File: src/inc/adcsq_pkg.sv
package adcsq_pkg;

   localparam int NSLOT = 16;
   localparam int RES_W = 12;

   // register indices; byte address is four times the index
   localparam logic [7:0] IDX_CTL0  = 8'h00;
   localparam logic [7:0] IDX_CTL1  = 8'h02;
   localparam logic [7:0] IDX_GLBIE = 8'h06;
   localparam logic [7:0] IDX_IFG   = 8'h0a;
   localparam logic [7:0] IDX_IE    = 8'h0c;
   localparam logic [7:0] IDX_IV    = 8'h0e;
   localparam logic [7:0] IDX_MCTL0 = 8'h10;
   localparam logic [7:0] IDX_MEM0  = 8'h20;
   localparam logic [7:0] IDX_MEM15 = 8'h3e;

   // control word 0 fields
   localparam int CTL0_SHT1_LSB = 12;
   localparam int CTL0_SHT0_LSB = 8;
   localparam int CTL0_MSC      = 7;
   localparam int CTL0_OVIE     = 3;
   localparam int CTL0_TOVIE    = 2;
   localparam int CTL0_ENC      = 1;
   localparam int CTL0_SC       = 0;
   // bits of control word 0 writable while conversions are enabled
   localparam logic [15:0] CTL0_LIVE_MASK = 16'h000f;

   // control word 1 fields
   localparam int CTL1_START_LSB = 12;
   localparam int CTL1_SHS_LSB   = 10;
   localparam int CTL1_SHP       = 9;
   localparam int CTL1_ISSH      = 8;
   localparam int CTL1_SEQ_LSB   = 1;
   localparam int CTL1_BUSY      = 0;
   localparam logic [15:0] CTL1_LIVE_MASK = 16'h0006;
   localparam logic [15:0] CTL1_RW_MASK   = 16'hfffe;

   // slot control entry fields
   localparam int MCTL_EOS     = 7;
   localparam int MCTL_REF_LSB = 4;

   localparam logic [15:0] CTL_RST  = 16'h0000;
   localparam logic [3:0]  TEMP_CHANNEL = 4'ha;

   localparam logic [15:0] IV_NONE  = 16'h0000;
   localparam logic [15:0] IV_OVWR  = 16'h0002;
   localparam logic [15:0] IV_OVRUN = 16'h0004;
   localparam logic [15:0] IV_SLOT0 = 16'h0006;

   // sampling interval in converter clock cycles per sample-time code
   localparam int SHT_W = 11;
   localparam logic [15:0][SHT_W-1:0] SHT_CYCLES = {
      11'd1024, 11'd1024, 11'd1024, 11'd1024, 11'd768, 11'd512, 11'd384, 11'd256,
      11'd192,  11'd128,  11'd96,   11'd64,   11'd32,  11'd16,  11'd8,   11'd4};

   typedef enum logic [1:0] {
      MODE_SINGLE     = 2'b00,
      MODE_SEQ        = 2'b01,
      MODE_REP_SINGLE = 2'b10,
      MODE_REP_SEQ    = 2'b11
   } adcsq_mode_e;

   typedef struct packed {
      logic       sample;
      logic       start;
      logic [3:0] channel;
      logic [2:0] ref_sel;
      logic       int_ref_on;
   } adcsq_core_req_s;

   typedef struct packed {
      logic             done;
      logic [RES_W-1:0] result;
   } adcsq_core_rsp_s;

endpackage

File: src/design/adcsq_sample_timer.sv
`timescale 1ns/1ps
module adcsq_sample_timer (
   input  wire logic       core_clk_in,
   input  wire logic       rst_b_in,
   input  wire logic       start_in,
   input  wire logic [3:0] sht_in,
   output logic            window_out,
   output logic            done_out
);

   typedef struct packed {
      logic [adcsq_pkg::SHT_W-1:0] cnt;
      logic                        run;
      logic                        done;
   } adcsq_tmr_s;

   adcsq_tmr_s r;
   adcsq_tmr_s n;

   always_comb begin
      n      = r;
      n.done = 1'b0;
      if (start_in) begin
         n.cnt = adcsq_pkg::SHT_CYCLES[sht_in];
         n.run = 1'b1;
      end else if (r.run) begin
         if (r.cnt == 11'd1) begin
            n.run  = 1'b0;
            n.done = 1'b1;
         end else begin
            n.cnt = r.cnt - 11'd1;
         end
      end
   end

   always_ff @(posedge core_clk_in or negedge rst_b_in) begin
      if (!rst_b_in) begin
         r <= '0;
      end else begin
         r <= n;
      end
   end

   assign window_out = r.run;
   assign done_out   = r.done;

endmodule

File: src/design/adcsq_sequencer.sv
// The address map and the APB register port were chosen for this implementation.
`timescale 1ns/1ps
// Functional notes
// - sixteen result slots, each with channel, reference and end-of-sequence entry
// - sequence pointer wraps from slot fifteen to slot zero without end flag
// - start slot selects first entry; single-channel modes use only that entry
// - hidden pointer advances after each conversion; sequence ends after flagged entry
// - writing a result into a slot sets its result flag
// - mode 00 single once, 01 sequence once, 10 single repeat, 11 sequence repeat
// - non-repeat modes: software start re-triggers; other sources need enable toggled
// - repeat-single keeps converting one channel into the same slot
// - repeat-sequence restarts from start slot on next trigger after flagged entry
// - multi-convert with timer sampling: first edge starts, following conversions auto
// - multi-convert ignores further edges until sequence done or enable toggled
// - clearing enable in single-once mode aborts at once
// - clearing enable stops repeat-single after conversion, sequences after sequence
// - mode zero with enable cleared stops any mode immediately
// - with no end flag, clearing enable alone does not stop a sequence
// - channel 1010 selects temperature sensor and powers internal reference
// - eighteen sources; request needs flag, its enable and global enable
// - overwrite on unread slot rewrite; overrun on trigger while sampling or converting
// - dma trigger per conversion in single mode, per sequence in sequence mode
// - vector reports highest pending enabled source, zero when none
// - vector 2 overwrite, 4 overrun, 6 upward by two for slot flags
// - vector access clears overwrite or overrun if highest, never slot flags
// - slot flag clears on slot result access and by software write
// - sample window falling edge starts a conversion in the core
// - trigger rising edge starts sampling; polarity invertible
// - timer sampling holds window high for programmed interval
// - low sample time for slots 0-7, high for slots 8-15
module adcsq_sequencer #(
   parameter int ADDR_W = 12
) (
   input  wire logic                       core_clk_in,
   input  wire logic                       rst_b_in,
   input  wire logic                       psel_in,
   input  wire logic                       penable_in,
   input  wire logic                       pwrite_in,
   input  wire logic [ADDR_W-1:0]          paddr_in,
   input  wire logic [31:0]                pwdata_in,
   output logic                            pready_out,
   output logic [31:0]                     prdata_out,
   output logic                            pslverr_out,
   input  wire logic [2:0]                 trig_pins_in,
   input  wire adcsq_pkg::adcsq_core_rsp_s core_rsp_in,
   output adcsq_pkg::adcsq_core_req_s      core_req_out,
   output logic                            irq_out,
   output logic                            dma_trig_out
);

   typedef enum logic [1:0] {
      ST_IDLE   = 2'b00,
      ST_SAMPLE = 2'b01,
      ST_CONV   = 2'b10
   } adcsq_st_e;

   typedef struct packed {
      logic [15:0]                         ctl0;
      logic [15:0]                         ctl1;
      logic [15:0]                         ifg;
      logic [15:0]                         ie;
      logic                                glbie;
      logic [15:0][7:0]                    mctl;
      logic [15:0][adcsq_pkg::RES_W-1:0]   mem;
      logic                                ovwr;
      logic                                ovrun;
      logic [3:0]                          ptr;
      adcsq_st_e                           st;
      logic                                seq_mid;
      logic                                armed;
      logic                                auto_run;
      logic                                trg_d;
      logic [2:0]                          sync1;
      logic [2:0]                          sync2;
      logic                                conv_start;
      logic                                dma;
      logic [31:0]                         prdata;
      logic                                pslverr;
   } adcsq_state_s;

   adcsq_state_s r;
   adcsq_state_s n;

   logic                  tmr_start;
   logic [3:0]            tmr_sht;
   logic                  tmr_window;
   logic                  tmr_done;

   function automatic logic [15:0] vector_of(input logic ovwr, input logic ovwr_en, input logic ovrun,
                                             input logic ovrun_en, input logic [15:0] flags);
      logic [15:0] v;
      v = adcsq_pkg::IV_NONE;
      for (int i = 15; i >= 0; i--) begin
         if (flags[i]) begin
            v = adcsq_pkg::IV_SLOT0 + 16'(2 * i);
         end
      end
      if (ovrun && ovrun_en) begin
         v = adcsq_pkg::IV_OVRUN;
      end
      if (ovwr && ovwr_en) begin
         v = adcsq_pkg::IV_OVWR;
      end
      return v;
   endfunction

   logic [15:0] iv_now;
   assign iv_now = vector_of(r.ovwr, r.ctl0[adcsq_pkg::CTL0_OVIE], r.ovrun,
                             r.ctl0[adcsq_pkg::CTL0_TOVIE], r.ifg & r.ie);

   always_comb begin
      logic [7:0]           idx;
      logic                 mapped;
      logic                 setup;
      logic                 access;
      logic                 is_mem;
      logic                 is_mctl;
      logic [3:0]           slot;
      logic                 enc;
      logic                 msc_auto;
      adcsq_pkg::adcsq_mode_e mode;
      logic [1:0]           shs;
      logic                 trg;
      logic                 rise;
      logic                 fall;
      logic                 is_seq;
      logic                 eos;
      logic                 go;
      logic [3:0]           start;
      logic [31:0]          rd;
      idx      = paddr_in[9:2];
      setup    = psel_in && !penable_in;
      access   = psel_in && penable_in;
      is_mem   = (idx >= adcsq_pkg::IDX_MEM0) && (idx <= adcsq_pkg::IDX_MEM15) && !idx[0];
      is_mctl  = idx[7:4] == adcsq_pkg::IDX_MCTL0[7:4];
      slot     = is_mem ? idx[4:1] : idx[3:0];
      mapped   = (paddr_in[1:0] == 2'b00) && !(|paddr_in[ADDR_W-1:10]) &&
                 (is_mem || is_mctl || idx == adcsq_pkg::IDX_CTL0 || idx == adcsq_pkg::IDX_CTL1 ||
                  idx == adcsq_pkg::IDX_GLBIE || idx == adcsq_pkg::IDX_IFG ||
                  idx == adcsq_pkg::IDX_IE || idx == adcsq_pkg::IDX_IV);
      enc      = r.ctl0[adcsq_pkg::CTL0_ENC];
      mode     = adcsq_pkg::adcsq_mode_e'(r.ctl1[adcsq_pkg::CTL1_SEQ_LSB +: 2]);
      shs      = r.ctl1[adcsq_pkg::CTL1_SHS_LSB +: 2];
      start    = r.ctl1[adcsq_pkg::CTL1_START_LSB +: 4];
      is_seq   = mode == adcsq_pkg::MODE_SEQ || mode == adcsq_pkg::MODE_REP_SEQ;
      eos      = r.mctl[r.ptr][adcsq_pkg::MCTL_EOS];
      msc_auto = r.ctl0[adcsq_pkg::CTL0_MSC] && r.ctl1[adcsq_pkg::CTL1_SHP] &&
                 mode != adcsq_pkg::MODE_SINGLE;
      go       = 1'b0;
      rd       = 32'h0000_0000;

      n            = r;
      n.conv_start = 1'b0;
      n.dma        = 1'b0;
      n.sync1      = trig_pins_in;
      n.sync2      = r.sync1;
      tmr_start    = 1'b0;

      // trigger source select and polarity
      trg   = ((shs == 2'b00) ? r.ctl0[adcsq_pkg::CTL0_SC] : r.sync2[shs - 2'd1]) ^
              r.ctl1[adcsq_pkg::CTL1_ISSH];
      n.trg_d = trg;
      rise  = trg && !r.trg_d;
      fall  = !trg && r.trg_d;

      // bus read data captured in the setup phase
      case (idx)
         adcsq_pkg::IDX_CTL0: rd = {16'h0000, r.ctl0};
         adcsq_pkg::IDX_CTL1: rd = {16'h0000, r.ctl1[15:1], (r.st != ST_IDLE) || r.seq_mid};
         adcsq_pkg::IDX_GLBIE: rd = {31'h0000_0000, r.glbie};
         adcsq_pkg::IDX_IFG:  rd = {16'h0000, r.ifg};
         adcsq_pkg::IDX_IE:   rd = {16'h0000, r.ie};
         adcsq_pkg::IDX_IV:   rd = {16'h0000, iv_now};
         default: begin
            if (is_mem) begin
               rd = {20'h0_0000, r.mem[slot]};
            end else if (is_mctl) begin
               rd = {24'h00_0000, r.mctl[slot]};
            end
         end
      endcase
      if (setup) begin
         n.prdata  = mapped ? rd : 32'h0000_0000;
         n.pslverr = !mapped;
      end

      // bus access phase effects
      if (access && mapped) begin
         if (pwrite_in) begin
            case (idx)
               adcsq_pkg::IDX_CTL0: begin
                  if (enc) begin
                     n.ctl0 = (r.ctl0 & ~adcsq_pkg::CTL0_LIVE_MASK) | (pwdata_in[15:0] & adcsq_pkg::CTL0_LIVE_MASK);
                  end else begin
                     n.ctl0 = pwdata_in[15:0];
                  end
               end
               adcsq_pkg::IDX_CTL1: begin
                  if (enc) begin
                     n.ctl1 = (r.ctl1 & ~adcsq_pkg::CTL1_LIVE_MASK) | (pwdata_in[15:0] & adcsq_pkg::CTL1_LIVE_MASK);
                  end else begin
                     n.ctl1 = pwdata_in[15:0] & adcsq_pkg::CTL1_RW_MASK;
                  end
               end
               adcsq_pkg::IDX_GLBIE: n.glbie = pwdata_in[0];
               adcsq_pkg::IDX_IFG: n.ifg = pwdata_in[15:0];
               adcsq_pkg::IDX_IE:  n.ie  = pwdata_in[15:0];
               default: begin
                  if (is_mem) begin
                     n.mem[slot] = pwdata_in[adcsq_pkg::RES_W-1:0];
                  end else if (is_mctl && !enc) begin
                     n.mctl[slot] = pwdata_in[7:0];
                  end
               end
            endcase
         end
         if (is_mem) begin
            n.ifg[slot] = 1'b0;
         end
         if (idx == adcsq_pkg::IDX_IV) begin
            if (iv_now == adcsq_pkg::IV_OVWR) begin
               n.ovwr = 1'b0;
            end
            if (iv_now == adcsq_pkg::IV_OVRUN) begin
               n.ovrun = 1'b0;
            end
         end
      end

      // disabling re-arms external trigger sources
      if (!enc) begin
         n.armed = 1'b1;
      end

      // trigger handling
      if (rise && !r.auto_run) begin
         if (r.st == ST_IDLE && (enc || r.seq_mid) && (r.armed || shs == 2'b00)) begin
            n.st       = ST_SAMPLE;
            n.auto_run = msc_auto;
            tmr_start  = r.ctl1[adcsq_pkg::CTL1_SHP];
            n.ctl0[adcsq_pkg::CTL0_SC] = 1'b0;
            if (!r.seq_mid) begin
               n.ptr = start;
            end
         end else if (r.st != ST_IDLE) begin
            n.ovrun = 1'b1;
         end
      end

      // end of sampling starts the conversion
      if (r.st == ST_SAMPLE && (r.ctl1[adcsq_pkg::CTL1_SHP] ? tmr_done : fall)) begin
         n.st         = ST_CONV;
         n.conv_start = 1'b1;
      end

      // conversion done
      if (r.st == ST_CONV && core_rsp_in.done) begin
         n.mem[r.ptr] = core_rsp_in.result;
         n.ifg[r.ptr] = 1'b1;
         if (r.ifg[r.ptr]) begin
            n.ovwr = 1'b1;
         end
         n.dma = !is_seq || eos;
         case (mode)
            adcsq_pkg::MODE_SINGLE: begin
               go = 1'b0;
            end
            adcsq_pkg::MODE_REP_SINGLE: begin
               go = enc;
            end
            adcsq_pkg::MODE_SEQ: begin
               go    = !eos;
               n.ptr = r.ptr + 4'h1;
            end
            adcsq_pkg::MODE_REP_SEQ: begin
               go    = eos ? enc : 1'b1;
               n.ptr = eos ? start : r.ptr + 4'h1;
            end
            default: begin
               go = 1'b0;
            end
         endcase
         n.seq_mid = is_seq && !eos;
         if (go && r.auto_run) begin
            n.st      = ST_SAMPLE;
            tmr_start = 1'b1;
         end else begin
            n.st       = ST_IDLE;
            n.auto_run = go && r.auto_run;
         end
         if (!go && (mode == adcsq_pkg::MODE_SINGLE || mode == adcsq_pkg::MODE_SEQ) && shs != 2'b00) begin
            n.armed = 1'b0;
         end
      end

      // immediate stop in single-once mode
      if (!enc && mode == adcsq_pkg::MODE_SINGLE) begin
         n.st       = ST_IDLE;
         n.seq_mid  = 1'b0;
         n.auto_run = 1'b0;
         tmr_start  = 1'b0;
      end
      tmr_sht = (n.ptr[3] ? r.ctl0[adcsq_pkg::CTL0_SHT1_LSB +: 4] :
                            r.ctl0[adcsq_pkg::CTL0_SHT0_LSB +: 4]);
   end

   always_ff @(posedge core_clk_in or negedge rst_b_in) begin
      if (!rst_b_in) begin
         r       <= '0;
         r.ctl0  <= adcsq_pkg::CTL_RST;
         r.ctl1  <= adcsq_pkg::CTL_RST;
         r.armed <= 1'b1;
         r.st    <= ST_IDLE;
      end else begin
         r <= n;
      end
   end

   adcsq_sample_timer u_timer (
      .core_clk_in (core_clk_in),
      .rst_b_in    (rst_b_in),
      .start_in    (tmr_start),
      .sht_in      (tmr_sht),
      .window_out  (tmr_window),
      .done_out    (tmr_done)
   );

   assign pready_out  = 1'b1;
   assign prdata_out  = r.prdata;
   assign pslverr_out = r.pslverr;
   assign irq_out     = r.glbie && (iv_now != adcsq_pkg::IV_NONE);
   assign dma_trig_out = r.dma;

   always_comb begin
      core_req_out.sample     = (r.st == ST_SAMPLE) &&
                                (r.ctl1[adcsq_pkg::CTL1_SHP] ? tmr_window : r.trg_d);
      core_req_out.start      = r.conv_start;
      core_req_out.channel    = r.mctl[r.ptr][3:0];
      core_req_out.ref_sel    = r.mctl[r.ptr][adcsq_pkg::MCTL_REF_LSB +: 3];
      core_req_out.int_ref_on = (r.st != ST_IDLE) && (r.mctl[r.ptr][3:0] == adcsq_pkg::TEMP_CHANNEL);
   end

endmodule

File: config.mk
export PLATFORM = sky130hd
export DESIGN_NAME = adcsq_sequencer
export DESIGN_NICKNAME = d
export VERILOG_FILES = /design/src/inc/adcsq_pkg.sv /design/src/design/adcsq_sample_timer.sv /design/src/design/adcsq_sequencer.sv
export SDC_FILE = /design/constraint.sdc
export NUM_CORES = 1
export LEC_CHECK = 0
export ABC_CLOCK_PERIOD_IN_PS = 3900
export BUFFER_PORTS_ARGS = -buffer_cell sky130_fd_sc_hd__buf_2
export CAP_MARGIN = 15
export CORE_MARGIN = 2
export CORE_UTILIZATION = 60
export DETAILED_ROUTE_END_ITERATION = 16
export PLACE_DENSITY_LB_ADDON = 0.05
export SYNTH_ARGS = -nofsm -noshare
export SYNTH_HDL_FRONTEND = slang
export SYNTH_HIERARCHICAL = 1
export SYNTH_SLANG_ARGS = --single-unit
File: constraint.sdc
create_clock -name core_clk_in -period 3.9 [get_ports core_clk_in]
set_clock_uncertainty 0.15 [all_clocks]
set_input_delay 0.78 -clock core_clk_in [delete_from_list [all_inputs] [get_ports core_clk_in]]
set_output_delay 0.78 -clock core_clk_in [all_outputs]
set_load 0.02 [all_outputs]
==> metrics <==
status=finished clean; Die H=approximately 210 µm; CTS Buf Count=47; cts hold-fix bufs=0; IO Count=roughly 110; synth unique cells=97; Worst R2R Start=r[416]; highest routed metal layer=met5; clock root buffer=clkbuf_16; CP Launch Point=r[47]; pre-CTS WS=0.03563 ns; first-pass GRT wire length=around 130000 µm; register area share after synthesis=approximately 44%; vias per cell=6.942; post-route ant nets=0; sw power=2.500 mW; Clock Sinks=434; Max IR drop VDD=around 350 µV; P_int=7.369 mW; CP startpoint kind=flop; Yosys warning count=6; Max Buffers Root-to-Sink=3; core region area=40010 µm²; syn_area_per_cell=slightly above 9 µm²; dominant cells by area after synthesis=dfrtp_1 (44%), mux2i_1 (8.4%), o21ai_0 (7.1%); pin count of the biggest net entering global routing=90; Remaining DRCs=0; Area Overhead vs Synth=11.33%; final hold violations=0; die width=205.9 µm; sw frac=between 20% and 30%; worst-skew pair later-pin latency=just under 0.6 ns; met2 wire len=around 38000 µm; CP required=roughly 3.0 ns; CP Class=reg2out; htree depth=2; met1 WL=around 34000 µm; Gate power share=8.4%; 1st-pass router iterations=9; global-route usage over all layers=a little over two fifths; fin nets=roughly 2700; Synth Register Bits=between 400 and 500; clock edge transition at the registers on the reported setup and hold paths=0.06 ns; Post-synth EDFFs=0; Initial Utilization=roughly 61%; Least-Margin Pin Slew=~1.0 ns; maximum clock rate=roughly 260 MHz; total leakage power=about 12 nW; mapped cell area=roughly 24000 µm²; Cell Pwr Density=362.5 nW/µm²; Vias=approximately 22000; RSZ-0062 raised after global routing=no; fin. max-slew vios=0; Final TNS setup=0 ns; setup ws final=0.09586 ns; final setup vio count=0; Mapped Cells=2644; clock share of power=approximately 46%; Hold Crit Class=in2async; register share of total power=a little under half; Final Wtd Congestion=about 1.0; Main synth FF type=dfrtp_1; Core Rows=73; Reg2Reg Depth=13; Tmin final=3.804 ns; met3 wire len=roughly 12000 µm; Final HPWL DP=~60000 µm; Setup crit end kind=primary output; number of global-route vias before repair=approximately 21000; relative slew slack=around 31%; area share of the largest cell type after synthesis=between 40% and 50%; crit path DAT=roughly 2.9 ns; Iteration-0 DRC Markers=~3400; fin crit share=a little over nine tenths; share of cells above drive strength 1=16.25%; Max Cap Viol=0; dominant cell type by area after synthesis=dfrtp_1; CTS tree=yes; WL/cell=27.46 µm; die area=42380 µm²; antenna violations before repair=4; fraction of registers with async set/reset=100.0%; grt total ovfl=0; IO buf count=slightly below 80; worst-path fanout max=14; Total Routed Length=slightly below 90000 µm
[worst paths after layout]
check / to / slack, ns
setup / recovery: core_req_out[0] / 0.1
min in group core_clk_in: n[37] / 0.16
hold / removal: n[37] / 0.11
max in group asynchronous: r[331] / 2.44
setup reg to reg: u_timer/r[10] / 0.21
hold reg to reg: r[37] / 0.21
[placed cells by master, fill, tap and decap left out, types with 16 or more instances in the layout]
master     Yosys  routed
a31oi_1       19      19
o31ai_1       16      16
mux2_2        29      29
a21oi_1      114     114
mux4_2        44      44
mux2i_1      206     205
o21ai_1       30      29
nor2_1       156     156
a22oi_1       24      24
clkbuf_16      0      47
o21ai_0      348     348
nor3_1        55      50
dfrtp_1      433     431
buf_2         41      76
buf_12         0      16
inv_1         32      32
o22ai_1      106     106
conb_1         2      17
nand3_1       47      47
buf_4         45     138
clkbuf_8       0      16
nand2_1      416     416
[kinds of logic (layout without fill, tap and decap cells)]
| group | count (synthesis) | after routing | share of synthesized area (%) |
|---|---|---|---|
| AND/OR/NAND/NOR | 791 | 791 | 14.65 |
| AO/OA/AOI/OAI | 811 | 811 | 20.29 |
| other | 2 | 19 | 0.03071 |
| flip-flops | 434 | 434 | 44.42 |
| buffers and inverters | 310 | 347 | 5.874 |
| adder cells (fa/ha/maj) | 7 | 7 | 0.3582 |
| multiplexers | 285 | 285 | 14.23 |
| XOR/XNOR | 4 | 4 | 0.1433 |
[layout make-up]
type / count / area, µm²
Clock buffer: 72 / 1430
Clock inverter: 11 / 115.1
Fill cell: 3179 / 12780
Timing Repair Buffer: 232 / 1767
Sequential cell: 434 / 10860
Inverter: 32 / 120.1
Multi-Input combinational cell: 1915 / 12260
Tap cell: 525 / 656.9
Antenna cell: 2 / 5.005
[power by group through the flow]
stage / logic (mW) / clock network, mW / registers, mW
3_3_place_gp: 0.780 / 0 / 4.60
3_5_place_dp: 0.786 / 0 / 4.60
2_1_floorplan: 0.399 / 0 / 4.60
5_1_grt: 0.858 / 4.74 / 4.51
4_1_cts: 0.790 / 4.55 / 4.52
6_report: 0.826 / 4.53 / 4.52
[stage by stage]
step | util (%) | area, µm² | std cells | power (mW) | hold slack (ns)
after floorplan | - | 24510 | 2659 | 4.996 | 0.1812
after global placement | 64.03 | 25610 | 3134 | 5.378 | 0.1884
after detailed placement | 64.03 | 25610 | 3134 | 5.384 | 0.2010
after CTS | 67.92 | 27170 | 3217 | 9.857 | 0.1158
after global routing | 68.04 | 27220 | 3222 | 10.11 | 0.1411
final | 68.05 | 27220 | 3223 | 9.869 | 0.1125
[cells in the mapped netlist (all sizes together), types with 14 or more instances]
library cell  count
o21ai           380
o31ai            16
nand3            49
nor4             15
nand2           420
mux4             45
nor3             68
clkbuf          157
buf             121
inv              32
a21oi           114
dfrtp           433
mux2i           207
nor2            159
o22ai           106
a31oi            20
mux2             33
a22oi            24
a2bb2oi          14
[routing by layer]
layer	track usage, %	vias to the layer above
met4	21.86	6
met2	61.39	1645
met1	57.89	10779
met5	1.667	-
li1	-	9581
met3	12.16	363
[sequential cells by signal, summed over array words and instances, names as in the netlist]
register,flops
core_req_out,1
dma_trig_out,1
n,3
prdata_out,16
pslverr_out,1
r,399
u_timer/done_out,1
u_timer/r,11
u_timer/window_out,1
[critical path: stages, from the launching register on]
cell     delay (ns)
dfrtp_2        0.51
buf_12         0.22
mux4_2         0.56
mux4_2         0.54
nor4_1         0.25
buf_2          0.20
[repair_timing]
| action | 4_1_cts | 5_1_grt |
|---|---|---|
| resized for setup | 4 | 3 |
| setup endpoints to repair | 2 | 6 |
| setup buffers | 0 | 4 |
Power figures use the tool's default switching activity.
